==> src/rtl/frtc_defines.svh <==
`ifndef FRTC_DEFINES_SVH
`define FRTC_DEFINES_SVH
// Functional notes
// - A 12-bit counter runs continuously, advancing on each 1 MHz tick from the clock.
// - Counter gives periodic 128 us and 1.024 ms requests, each gated by an enable.
// - The present counter value is readable at any time for elapsed-time subtraction.
// - An edge on a capture input copies a selected 8-bit counter slice into its register.
// - Four 8-bit capture registers: a rising and a falling one per capture input.
// - The capture timebase select offers exactly five prescale settings choosing the slice.
// - Each capture timer raises a request whenever a selected edge latched a new value.
// - Port 0 bit 0 feeds capture timer A, port 0 bit 1 feeds capture timer B.
// - Timer, both capture timers and wake-up timer are individually maskable requests.
// - A wake-up timer runs while suspended and produces periodic wake-up events.
// - A guard timer resets operation unless firmware services it within about 8 ms.

`define FRTC_CLK_HZ 125000000
`define FRTC_TICK_HZ 1000000
`define FRTC_TICK_DIV (`FRTC_CLK_HZ / `FRTC_TICK_HZ)
`define FRTC_DIV_W 7
`define FRTC_TICK_NS (1000000000 / `FRTC_TICK_HZ)

`define FRTC_CNT_W 12
`define FRTC_CAP_W 8
`define FRTC_SEL_W 3
`define FRTC_PRESCALE_N 5

`define FRTC_FAST_IRQ_NS 128000
`define FRTC_SLOW_IRQ_NS 1024000
`define FRTC_FAST_TICKS (`FRTC_FAST_IRQ_NS / `FRTC_TICK_NS)
`define FRTC_SLOW_TICKS (`FRTC_SLOW_IRQ_NS / `FRTC_TICK_NS)

`define FRTC_GUARD_MS 8
`define FRTC_GUARD_TICKS (`FRTC_GUARD_MS * 1000000 / `FRTC_TICK_NS)
`define FRTC_WAKE_TICKS_DEF 1024
`define FRTC_PERIOD_W 16

`define FRTC_CAP_RST 8'h00
`define FRTC_CNT_RST 12'h000
`endif

==> src/rtl/frtc_pkg.sv <==
`include "frtc_defines.svh"
package frtc_pkg;
   typedef struct packed {
      logic rise_en;
      logic fall_en;
      logic irq_en;
   } frtc_cap_cfg_s;

   typedef struct packed {
      logic fast;
      logic slow;
      logic cap_a;
      logic cap_b;
      logic wake;
   } frtc_irq_s;

   typedef struct packed {
      logic armed;
      logic prev;
      logic [`FRTC_CAP_W-1:0] rise;
      logic [`FRTC_CAP_W-1:0] fall;
      logic irq;
   } frtc_cap_state_s;

   typedef struct packed {
      logic [`FRTC_DIV_W-1:0] div;
      logic [`FRTC_CNT_W-1:0] cnt;
      logic [`FRTC_CNT_W-1:0] snap;
      logic fast_irq;
      logic slow_irq;
      logic wake_irq;
      logic [`FRTC_PERIOD_W-1:0] wake_cnt;
      logic [`FRTC_PERIOD_W-1:0] guard_cnt;
      logic guard_rst;
      logic guard_fired;
   } frtc_state_s;
endpackage

==> src/rtl/frtc_capture.sv <==
`timescale 1ns/1ps
`include "frtc_defines.svh"
module frtc_capture (
   input wire logic mclk_in,
   input wire logic rst_n_in,
   input wire logic pin_in,
   input wire logic [`FRTC_CAP_W-1:0] slice_in,
   input frtc_pkg::frtc_cap_cfg_s cfg_in,
   output logic [`FRTC_CAP_W-1:0] rise_out,
   output logic [`FRTC_CAP_W-1:0] fall_out,
   output logic irq_out
);
   import frtc_pkg::*;

   frtc_cap_state_s st_q;
   frtc_cap_state_s st_d;
   logic rise_edge;
   logic fall_edge;

   always_comb begin
      st_d = st_q;
      st_d.irq = 1'b0;
      st_d.prev = pin_in;
      st_d.armed = 1'b1;
      // No edge before the first sample, so a pin high at reset is not a rising edge
      rise_edge = st_q.armed & pin_in & ~st_q.prev;
      fall_edge = st_q.armed & ~pin_in & st_q.prev;
      if (rise_edge && cfg_in.rise_en) begin
         st_d.rise = slice_in;
      end
      if (fall_edge && cfg_in.fall_en) begin
         st_d.fall = slice_in;
      end
      st_d.irq = cfg_in.irq_en & ((rise_edge & cfg_in.rise_en)
                 | (fall_edge & cfg_in.fall_en));
   end

   always_ff @(posedge mclk_in or negedge rst_n_in) begin
      if (!rst_n_in) begin
         st_q <= '{armed: 1'b0, prev: 1'b0, rise: `FRTC_CAP_RST, fall: `FRTC_CAP_RST, irq: 1'b0};
      end else begin
         st_q <= st_d;
      end
   end

   assign rise_out = st_q.rise;
   assign fall_out = st_q.fall;
   assign irq_out = st_q.irq;
endmodule

==> src/rtl/frtc_top.sv <==
`timescale 1ns/1ps
`include "frtc_defines.svh"
module frtc_top #(
   parameter int unsigned GUARD_TICKS = `FRTC_GUARD_TICKS,
   parameter int unsigned WAKE_TICKS = `FRTC_WAKE_TICKS_DEF,
   parameter int unsigned TICK_DIV = `FRTC_TICK_DIV
) (
   input wire logic mclk_in,
   input wire logic rst_n_in,
   input wire logic capture_input_a_pin_in,
   input wire logic capture_input_b_pin_in,
   input wire logic fast_irq_en_in,
   input wire logic slow_irq_en_in,
   input wire logic [`FRTC_SEL_W-1:0] prescale_sel_in,
   input frtc_pkg::frtc_cap_cfg_s cap_cfg_a_in,
   input frtc_pkg::frtc_cap_cfg_s cap_cfg_b_in,
   input wire logic count_snap_in,
   input wire logic suspend_in,
   input wire logic wake_irq_en_in,
   input wire logic stall_guard_en_in,
   input wire logic stall_guard_service_in,
   output logic [`FRTC_CNT_W-1:0] count_out,
   output logic [`FRTC_CNT_W-1:0] count_snap_out,
   output logic [`FRTC_CAP_W-1:0] cap_a_rise_out,
   output logic [`FRTC_CAP_W-1:0] cap_a_fall_out,
   output logic [`FRTC_CAP_W-1:0] cap_b_rise_out,
   output logic [`FRTC_CAP_W-1:0] cap_b_fall_out,
   output frtc_pkg::frtc_irq_s irq_req_out,
   output logic stall_guard_reset_out,
   output logic stall_guard_fired_out
);
   import frtc_pkg::*;

   localparam logic [`FRTC_DIV_W-1:0] DIV_LAST = `FRTC_DIV_W'(TICK_DIV - 1);
   localparam logic [`FRTC_PERIOD_W-1:0] GUARD_LAST = `FRTC_PERIOD_W'(GUARD_TICKS - 1);
   localparam logic [`FRTC_PERIOD_W-1:0] WAKE_LAST = `FRTC_PERIOD_W'(WAKE_TICKS - 1);
   localparam logic [`FRTC_SEL_W-1:0] SEL_MAX = `FRTC_SEL_W'(`FRTC_PRESCALE_N - 1);

   frtc_state_s st_q;
   frtc_state_s st_d;
   logic tick;
   logic [`FRTC_CAP_W-1:0] slice;
   logic [1:0] cap_pin;
   frtc_cap_cfg_s cap_cfg [2];
   logic [`FRTC_CAP_W-1:0] cap_rise [2];
   logic [`FRTC_CAP_W-1:0] cap_fall [2];
   logic [1:0] cap_irq;

   // True on the last count of a period; periods are powers of two so this
   // lines up with the counter's own rollover and needs no extra divider
   function automatic logic phase_end(input logic [`FRTC_CNT_W-1:0] c,
                                      input int unsigned period);
      phase_end = ((int'(c) + 1) % period) == 0;
   endfunction

   // Five timebases: the slice starts at bit 0..4 of the counter; selects above
   // the last setting fall back to the slowest one rather than reading zero
   function automatic logic [`FRTC_CAP_W-1:0] timebase_slice(
         input logic [`FRTC_CNT_W-1:0] c,
         input logic [`FRTC_SEL_W-1:0] sel);
      logic [`FRTC_SEL_W-1:0] sh;
      logic [`FRTC_CNT_W-1:0] shifted;
      sh = (sel > SEL_MAX) ? SEL_MAX : sel;
      shifted = c >> sh;
      timebase_slice = shifted[`FRTC_CAP_W-1:0];
   endfunction

   assign slice = timebase_slice(st_q.cnt, prescale_sel_in);
   assign cap_pin = {capture_input_b_pin_in, capture_input_a_pin_in};
   assign cap_cfg[0] = cap_cfg_a_in;
   assign cap_cfg[1] = cap_cfg_b_in;

   generate
      for (genvar i = 0; i < 2; i++) begin : g_cap
         frtc_capture u_cap (
            .mclk_in(mclk_in),
            .rst_n_in(rst_n_in),
            .pin_in(cap_pin[i]),
            .slice_in(slice),
            .cfg_in(cap_cfg[i]),
            .rise_out(cap_rise[i]),
            .fall_out(cap_fall[i]),
            .irq_out(cap_irq[i])
         );
      end
   endgenerate

   always_comb begin
      st_d = st_q;
      tick = 1'b0;
      st_d.fast_irq = 1'b0;
      st_d.slow_irq = 1'b0;
      st_d.wake_irq = 1'b0;
      st_d.guard_rst = 1'b0;

      if (st_q.div == DIV_LAST) begin
         st_d.div = '0;
         tick = 1'b1;
      end else begin
         st_d.div = st_q.div + `FRTC_DIV_W'(1);
      end

      if (tick) begin
         // Plain increment: all ones rolls to zero and counting goes on
         st_d.cnt = st_q.cnt + `FRTC_CNT_W'(1);
         st_d.fast_irq = fast_irq_en_in & phase_end(st_q.cnt, `FRTC_FAST_TICKS);
         st_d.slow_irq = slow_irq_en_in & phase_end(st_q.cnt, `FRTC_SLOW_TICKS);
      end

      // Firmware reads of a wide value over a narrow path tear; the snapshot
      // gives a coherent copy, while count_out stays live
      if (count_snap_in) begin
         st_d.snap = st_q.cnt;
      end

      if (!suspend_in) begin
         st_d.wake_cnt = '0;
      end else if (tick) begin
         if (st_q.wake_cnt >= WAKE_LAST) begin
            st_d.wake_cnt = '0;
            st_d.wake_irq = wake_irq_en_in;
         end else begin
            st_d.wake_cnt = st_q.wake_cnt + `FRTC_PERIOD_W'(1);
         end
      end

      // Guard holds still in suspend so a long sleep does not fire it
      if (!stall_guard_en_in || stall_guard_service_in) begin
         st_d.guard_cnt = '0;
      end else if (tick && !suspend_in) begin
         if (st_q.guard_cnt >= GUARD_LAST) begin
            st_d.guard_cnt = '0;
            st_d.guard_rst = 1'b1;
         end else begin
            st_d.guard_cnt = st_q.guard_cnt + `FRTC_PERIOD_W'(1);
         end
      end

      // Sticky cause flag: set by a timeout, cleared by a service; a service also blocks any timeout in its cycle
      if (st_d.guard_rst) begin
         st_d.guard_fired = 1'b1;
      end else if (stall_guard_service_in) begin
         st_d.guard_fired = 1'b0;
      end
   end

   always_ff @(posedge mclk_in or negedge rst_n_in) begin
      if (!rst_n_in) begin
         st_q <= '{div: '0, cnt: `FRTC_CNT_RST, snap: `FRTC_CNT_RST,
                   fast_irq: 1'b0, slow_irq: 1'b0, wake_irq: 1'b0,
                   wake_cnt: '0, guard_cnt: '0, guard_rst: 1'b0, guard_fired: 1'b0};
      end else begin
         st_q <= st_d;
      end
   end

   assign count_out = st_q.cnt;
   assign count_snap_out = st_q.snap;
   assign cap_a_rise_out = cap_rise[0];
   assign cap_a_fall_out = cap_fall[0];
   assign cap_b_rise_out = cap_rise[1];
   assign cap_b_fall_out = cap_fall[1];
   assign irq_req_out = {st_q.fast_irq, st_q.slow_irq, cap_irq[0], cap_irq[1], st_q.wake_irq};
   assign stall_guard_reset_out = st_q.guard_rst;
   assign stall_guard_fired_out = st_q.guard_fired;
endmodule

==> config.mk <==
export PLATFORM = sky130hd
export DESIGN_NAME = frtc_top
export DESIGN_NICKNAME = d
export VERILOG_FILES = /design/src/rtl/frtc_pkg.sv /design/src/rtl/frtc_capture.sv /design/src/rtl/frtc_top.sv
export VERILOG_INCLUDE_DIRS = /design/src /design/src/rtl
export SDC_FILE = /design/constraint.sdc
export NUM_CORES = 1
export LEC_CHECK = 0
export ABC_AREA = 1
export BUFFER_PORTS_ARGS = -buffer_cell sky130_fd_sc_hd__buf_4
export CAP_MARGIN = 20
export CORE_AREA = 2 2 140 142
export CTS_BUF_LIST = sky130_fd_sc_hd__clkbuf_16
export CTS_CLUSTER_DIAMETER = 60
export CTS_CLUSTER_SIZE = 20
export DETAILED_ROUTE_END_ITERATION = 12
export DIE_AREA = 0 0 142 144
export GPL_TIMING_DRIVEN = 0
export SLEW_MARGIN = 10
export SYNTH_ARGS = -nofsm -noshare
export SYNTH_HDL_FRONTEND = slang
export SYNTH_SLANG_ARGS = --single-unit
==> constraint.sdc <==
create_clock -name mclk_in -period 3.45 [get_ports mclk_in]
set_input_delay 0.345 -clock mclk_in [delete_from_list [all_inputs] [get_ports mclk_in]]
set_output_delay 0.345 -clock mclk_in [all_outputs]
set_load 0.02 [all_outputs]
# [After elaboration in Yosys (flattened, before gate mapping)]
# Cells that the tools add are included.
[word_totals] register_bits=105 in_bits=20 output_inout_bits=63 word_cells=80
[op_classes] addsub=5 order_cmp=3 n_eq_ne=2 shift=1 muxes=16 n_bitwise=22 reduce_logical=12
[ops] operator="zero test 32 bit" count=2
[ops] operator="2-to-1 mux 16 bit" count=4
[ops] operator="2-to-1 mux 17 bit" count=2
[ops] operator="adder 16 x 1 -> 16 bit, second input constant" count=2
[ops] operator="bitwise AND 1 bit" count=16
[ops] operator="greater-or-equal comparator 16 x 10 -> 1 bit, second input constant" count=1
[ops] operator="greater-or-equal comparator 16 x 13 -> 1 bit, second input constant" count=1
[ops] operator="adder 12 x 1 -> 12 bit, second input constant" count=1
[ops] operator=">> shifter 12 x 3 -> 8 bit" count=1
[ops] operator="adder 10 x 1 -> 10 bit, second input constant" count=1
[ops] operator="adder 7 x 1 -> 7 bit, second input constant" count=1
[ops] operator="== test 7 bit, second input constant" count=1
[ops] operator="2-to-1 mux 1 bit" count=7
[ops] operator="2-to-1 mux 7 bit" count=1
[ops] operator="logical AND 1 bit" count=5
[ops] operator="NOT 1 bit" count=4
[ops] operator="nonzero test 2 bit" count=2
[ops] operator="> comparator 3 bit, second input constant" count=1
[ops] operator="2-to-1 mux 3 bit" count=1
[ops] operator="zero test 1 bit" count=2
[ops] operator="2-to-1 mux 2 bit" count=1
[ops] operator="inequality test 2 x 1 -> 1 bit, second input constant" count=1
[ops] operator="bitwise OR 1 bit" count=2
[ops] operator="logical OR 1 bit" count=1

# [Depth between registers and ports, before layout]
[logic_depth] ltp_word=6 ltp_mapped=11

# [By module]
# Synthesis repeated with hierarchy kept, for this count alone.
[hier_totals] hier_cells=697 area_unflattened_um2=5785.5
[modules_own_cells] mod="frtc_top" n_inst=1 cells_each=517 area_per_inst_um2=3936.3 seq_area_each_um2=1701.6
[modules_own_cells] mod="frtc_capture" n_inst=2 cells_each=90 area_per_inst_um2=924.6 seq_area_each_um2=475.5

# [Worst setup path after synthesis]
# OpenSTA, ideal clock, no wires.
[synth_timing] path_type="register -> register" startpoint="reg st_q[61] (netlist bit)" endpoint="reg st_q[9] (netlist bit)" arrival_time_ns=1.303 path_slack_ns=2.020 stages_incl_launch_ff=11 n_path_buf=1 path_cell_list="dfrtp_1 > inv_1 > ha_1 > inv_1 > nor2_4 > nand3_2 > nand2_1 > buf_6 > inv_1 > nand2_1 > o21ai_0"
[synth_via] elab_chain_len=4
[synth_lines] element="start, declared" line_no="frtc_top.sv:39" rtl="frtc_state_s st_q;"
[synth_lines] element="start signal, assigned" line_no="frtc_top.sv:149" rtl="st_q <= '{div: '0, cnt: `FRTC_CNT_RST, snap: `FRTC_CNT_RST,"
[synth_lines] element="start signal, assigned" line_no="frtc_top.sv:153" rtl="st_q <= st_d;"
[synth_lines] element="== test 7 bit" line_no="frtc_top.sv:96" rtl="if (st_q.div == DIV_LAST) begin"
[synth_lines] element="2-to-1 mux 1 bit" line_no="frtc_top.sv:96"
[synth_lines] element="logical AND 1 bit" line_no="frtc_top.sv:130" rtl="end else if (tick && !suspend_in) begin"
[synth_lines] element="nonzero test 2 bit (no source line)"
# Every way passes these cells.
# A chain may end at the register's enable or synchronous reset.

# [Final worst setup path]
[layout_timing] startpoint="reg st_q[61] (netlist bit)" endpoint="reg st_q[2] (netlist bit)"
# Same word-level chain as after synthesis.

==> flow_metrics.tcl <==
set metrics [dict create \
    status "finished, final reports clean" \
    final_util_pct 35.7 \
    layout_commonest_cell "nand2_1" \
    holdBufCountCts 0 \
    max_cap_viol_count 0 \
    peakVddDrop_mv 0.253 \
    wl_microns 12800 \
    finalMaxSlewViolations 0 \
    endpoint_kind "flop" \
    dr.pass1.iters 4 \
    r2r_slack_ns 1.76 \
    min_period_over_period_pct 48.9 \
    drc 0 \
    final_antenna_net_count 0 \
    tns_ns 0 \
    cts_buffers 9 \
    drive_gt1_share_pct 27.7 \
    p_per_area_mw_per_mm2 410 \
    clockPowerShare_pct 36.5 \
    crit_required_ns 3.69 \
    crit_type "flop to flop" \
    arrival_ns 1.93 \
    rsz0062_at_grt "false" \
    start_kind "flop" \
    grt_pass1_wl_microns 21200 \
    cts_tree "built" \
    syn_nets 698 \
    antenna_found_initial 0 \
    initial_core_util_pct 29.4 \
    pin_count 83 \
    htree_levels 3 \
    worstMarginPinSlew_ns 0.976 \
    first_global_vias 4233 \
    via_count 4419 \
    io_buffers 81 \
    yosys_warnings 0 \
    ctsResizeCount 0 \
    post_cts_buffers 0 \
    detail_route.vias_per_cell 4.38 \
    p_int_w 0.00200 \
    grt_max_degree 106 \
    synth_cell_types 40 \
    setup_viol 0 \
    swShare_pct 28.2 \
    routabilityCongestion 0.853 \
    power_switching_w 0.000786 \
    synth_seq_cells 105 \
    seqPwrFrac_pct 47.6 \
    finalHoldViolCount 0 \
    nFillCells 1967 \
    grt.overflow.total 0 \
    layout_min_cycle_time_ns 1.69 \
    diodes 0 \
    final_cell_mix "nand2_1, buf_4, dfrtp_1, nand3_1, inv_1" \
    core_area_sq_mm 0.0191 \
    syn_inst 673 \
    clk_pin_slew_ns 0.07 \
    cts.sink_count 105 \
    track_usage_pct 13.1 \
    worstHoldPathType "primary input to asynchronous set/reset pin" \
    drt_iter0_markers 335 \
    die_h_microns 144 \
    skew_ns 0.0114 \
    fmax_ghz 0.593 \
    worstSkewPairLatency_ns 0.36 \
    avgSynthCellArea_sq_um 8.34 \
    rows 51 \
    die_w_microns 142 \
    fin_nets 790 \
    synth_area_sq_mm 0.00561 \
    combPwrFrac_pct 15.8 \
    critical_path.max_fanout 10 \
    p_leak_nw 3.48 \
    wl_per_cell_microns 12.7 \
    cts_root_buf "clkbuf_16" \
    area_growth_pct 21.3 \
    dieArea_sq_mm 0.0204 \
    slew_headroom_pct 34.9 \
    seq_area_frac_synth_pct 46.8 \
    dp_hpwl_microns 9090 \
    clockBufferDepth 2 \
]
[power by group through the flow]
stage / Clock (W) / Sequential [W] / Combinational (W)
2_1_floorplan: 0 / 0.00134 / 0.000281
3_3_place_gp: 0 / 0.00135 / 0.000445
3_5_place_dp: 0 / 0.00135 / 0.000448
4_1_cts: 0.00105 / 0.00133 / 0.000449
5_1_grt: 0.00109 / 0.00134 / 0.000482
6_report: 0.00102 / 0.00133 / 0.000442
[cell type report]
class                   count  area (sq um)  area share, %
inverters                  69           267           3.92
multi-input cells         426          2170           31.9
well taps                 238           298           4.38
clock buffers               9           225           3.31
flip-flops and latches    105          2630           38.6
clock inverters             7          58.8          0.864
repair buffers             81           612           8.99
plain buffers              73           546           8.01
[worst max-delay path, stage by stage (launching register included)]
cell	delay (ns)
dfrtp_1	0.41
inv_1	0.07
ha_1	0.14
inv_1	0.06
nor2_4	0.14
nand3_2	0.12
nand2_1	0.20
buf_6	0.18
inv_1	0.10
nand2_1	0.06
o21ai_0	0.08
[path summary, 6_finish.rpt]
path | startpoint | end | cells after the start
worst max register to register | st_q[61] | st_q[2] | 10
worst min-delay path | rst_n_in | st_q[5] | 1
max in group asynchronous | rst_n_in | count_snap_out[5] | 1
min in group mclk_in | capture_input_a_pin_in | g_cap[0].u_cap.st_q[17] | 1
worst min register to register | g_cap[0].u_cap.fall_out[1] | g_cap[0].u_cap.fall_out[1] | 2
worst max-delay path | st_q[61] | st_q[2] | 10
[per-layer routing]
layer | share of wire [%] | track usage [%]
met5 | 0 | 0
met4 | 0.95 | 3.79
met3 | 4.2 | 3.11
met2 | 46 | 20.9
met1 | 49 | 17.8
[sequential cells by signal (all words and copies together), names as in the netlist]
name / cells
count_out: 12
count_snap_out: 12
g_cap.u_cap.fall_out: 16
g_cap.u_cap.irq_out: 2
g_cap.u_cap.rise_out: 16
g_cap.u_cap.st_q: 3
irq_req_out: 3
st_q: 39
stall_guard_fired_out: 1
stall_guard_reset_out: 1
[cell usage after synthesis (all sizes together)]
cell	count	share of area [%]
nand4	7	0.78
nand3b	1	0.13
a22oi	1	0.13
clkbuf	2	0.13
xnor2	4	0.62
nor2	59	4.9
xor2	17	2.7
ha	5	1.1
nor3	7	0.71
o21ai	23	2.1
nor3b	1	0.13
o22ai	9	1.0
o21a	2	0.27
nor4	3	0.87
a31oi	2	0.22
mux2	1	0.20
clkinv	2	0.13
nand2	190	13
conb	1	0.067
a21oi	13	1.2
buf	71	9.6
dfrtp	105	47
nand3	80	8.2
inv	67	4.6
[through the flow]
stage	hold WS, ns	cells	total power (W)	setup WS (ns)	instance area (sq um)
2_1_floorplan	0.0494	673	0.00162	2.02	5610
3_3_place_gp	0.465	992	0.00180	1.80	6520
3_5_place_dp	0.467	992	0.00180	1.75	6520
4_1_cts	0.0866	1008	0.00283	1.74	6810
5_1_grt	0.0831	1008	0.00291	1.61	6810
6_report	0.0938	1008	0.00279	1.76	6810
[cell families after synthesis]
kind of cell,after synthesis,synth area share [%]
simple gates,348,29.2
buf+inv,142,14.5
flops,105,46.8
compound gates,50,4.90
xor+xnor,21,3.28
fa+ha+maj,5,1.11
other cells,1,0.0668
mux,1,0.201
Power figures use the tool's default switching activity.
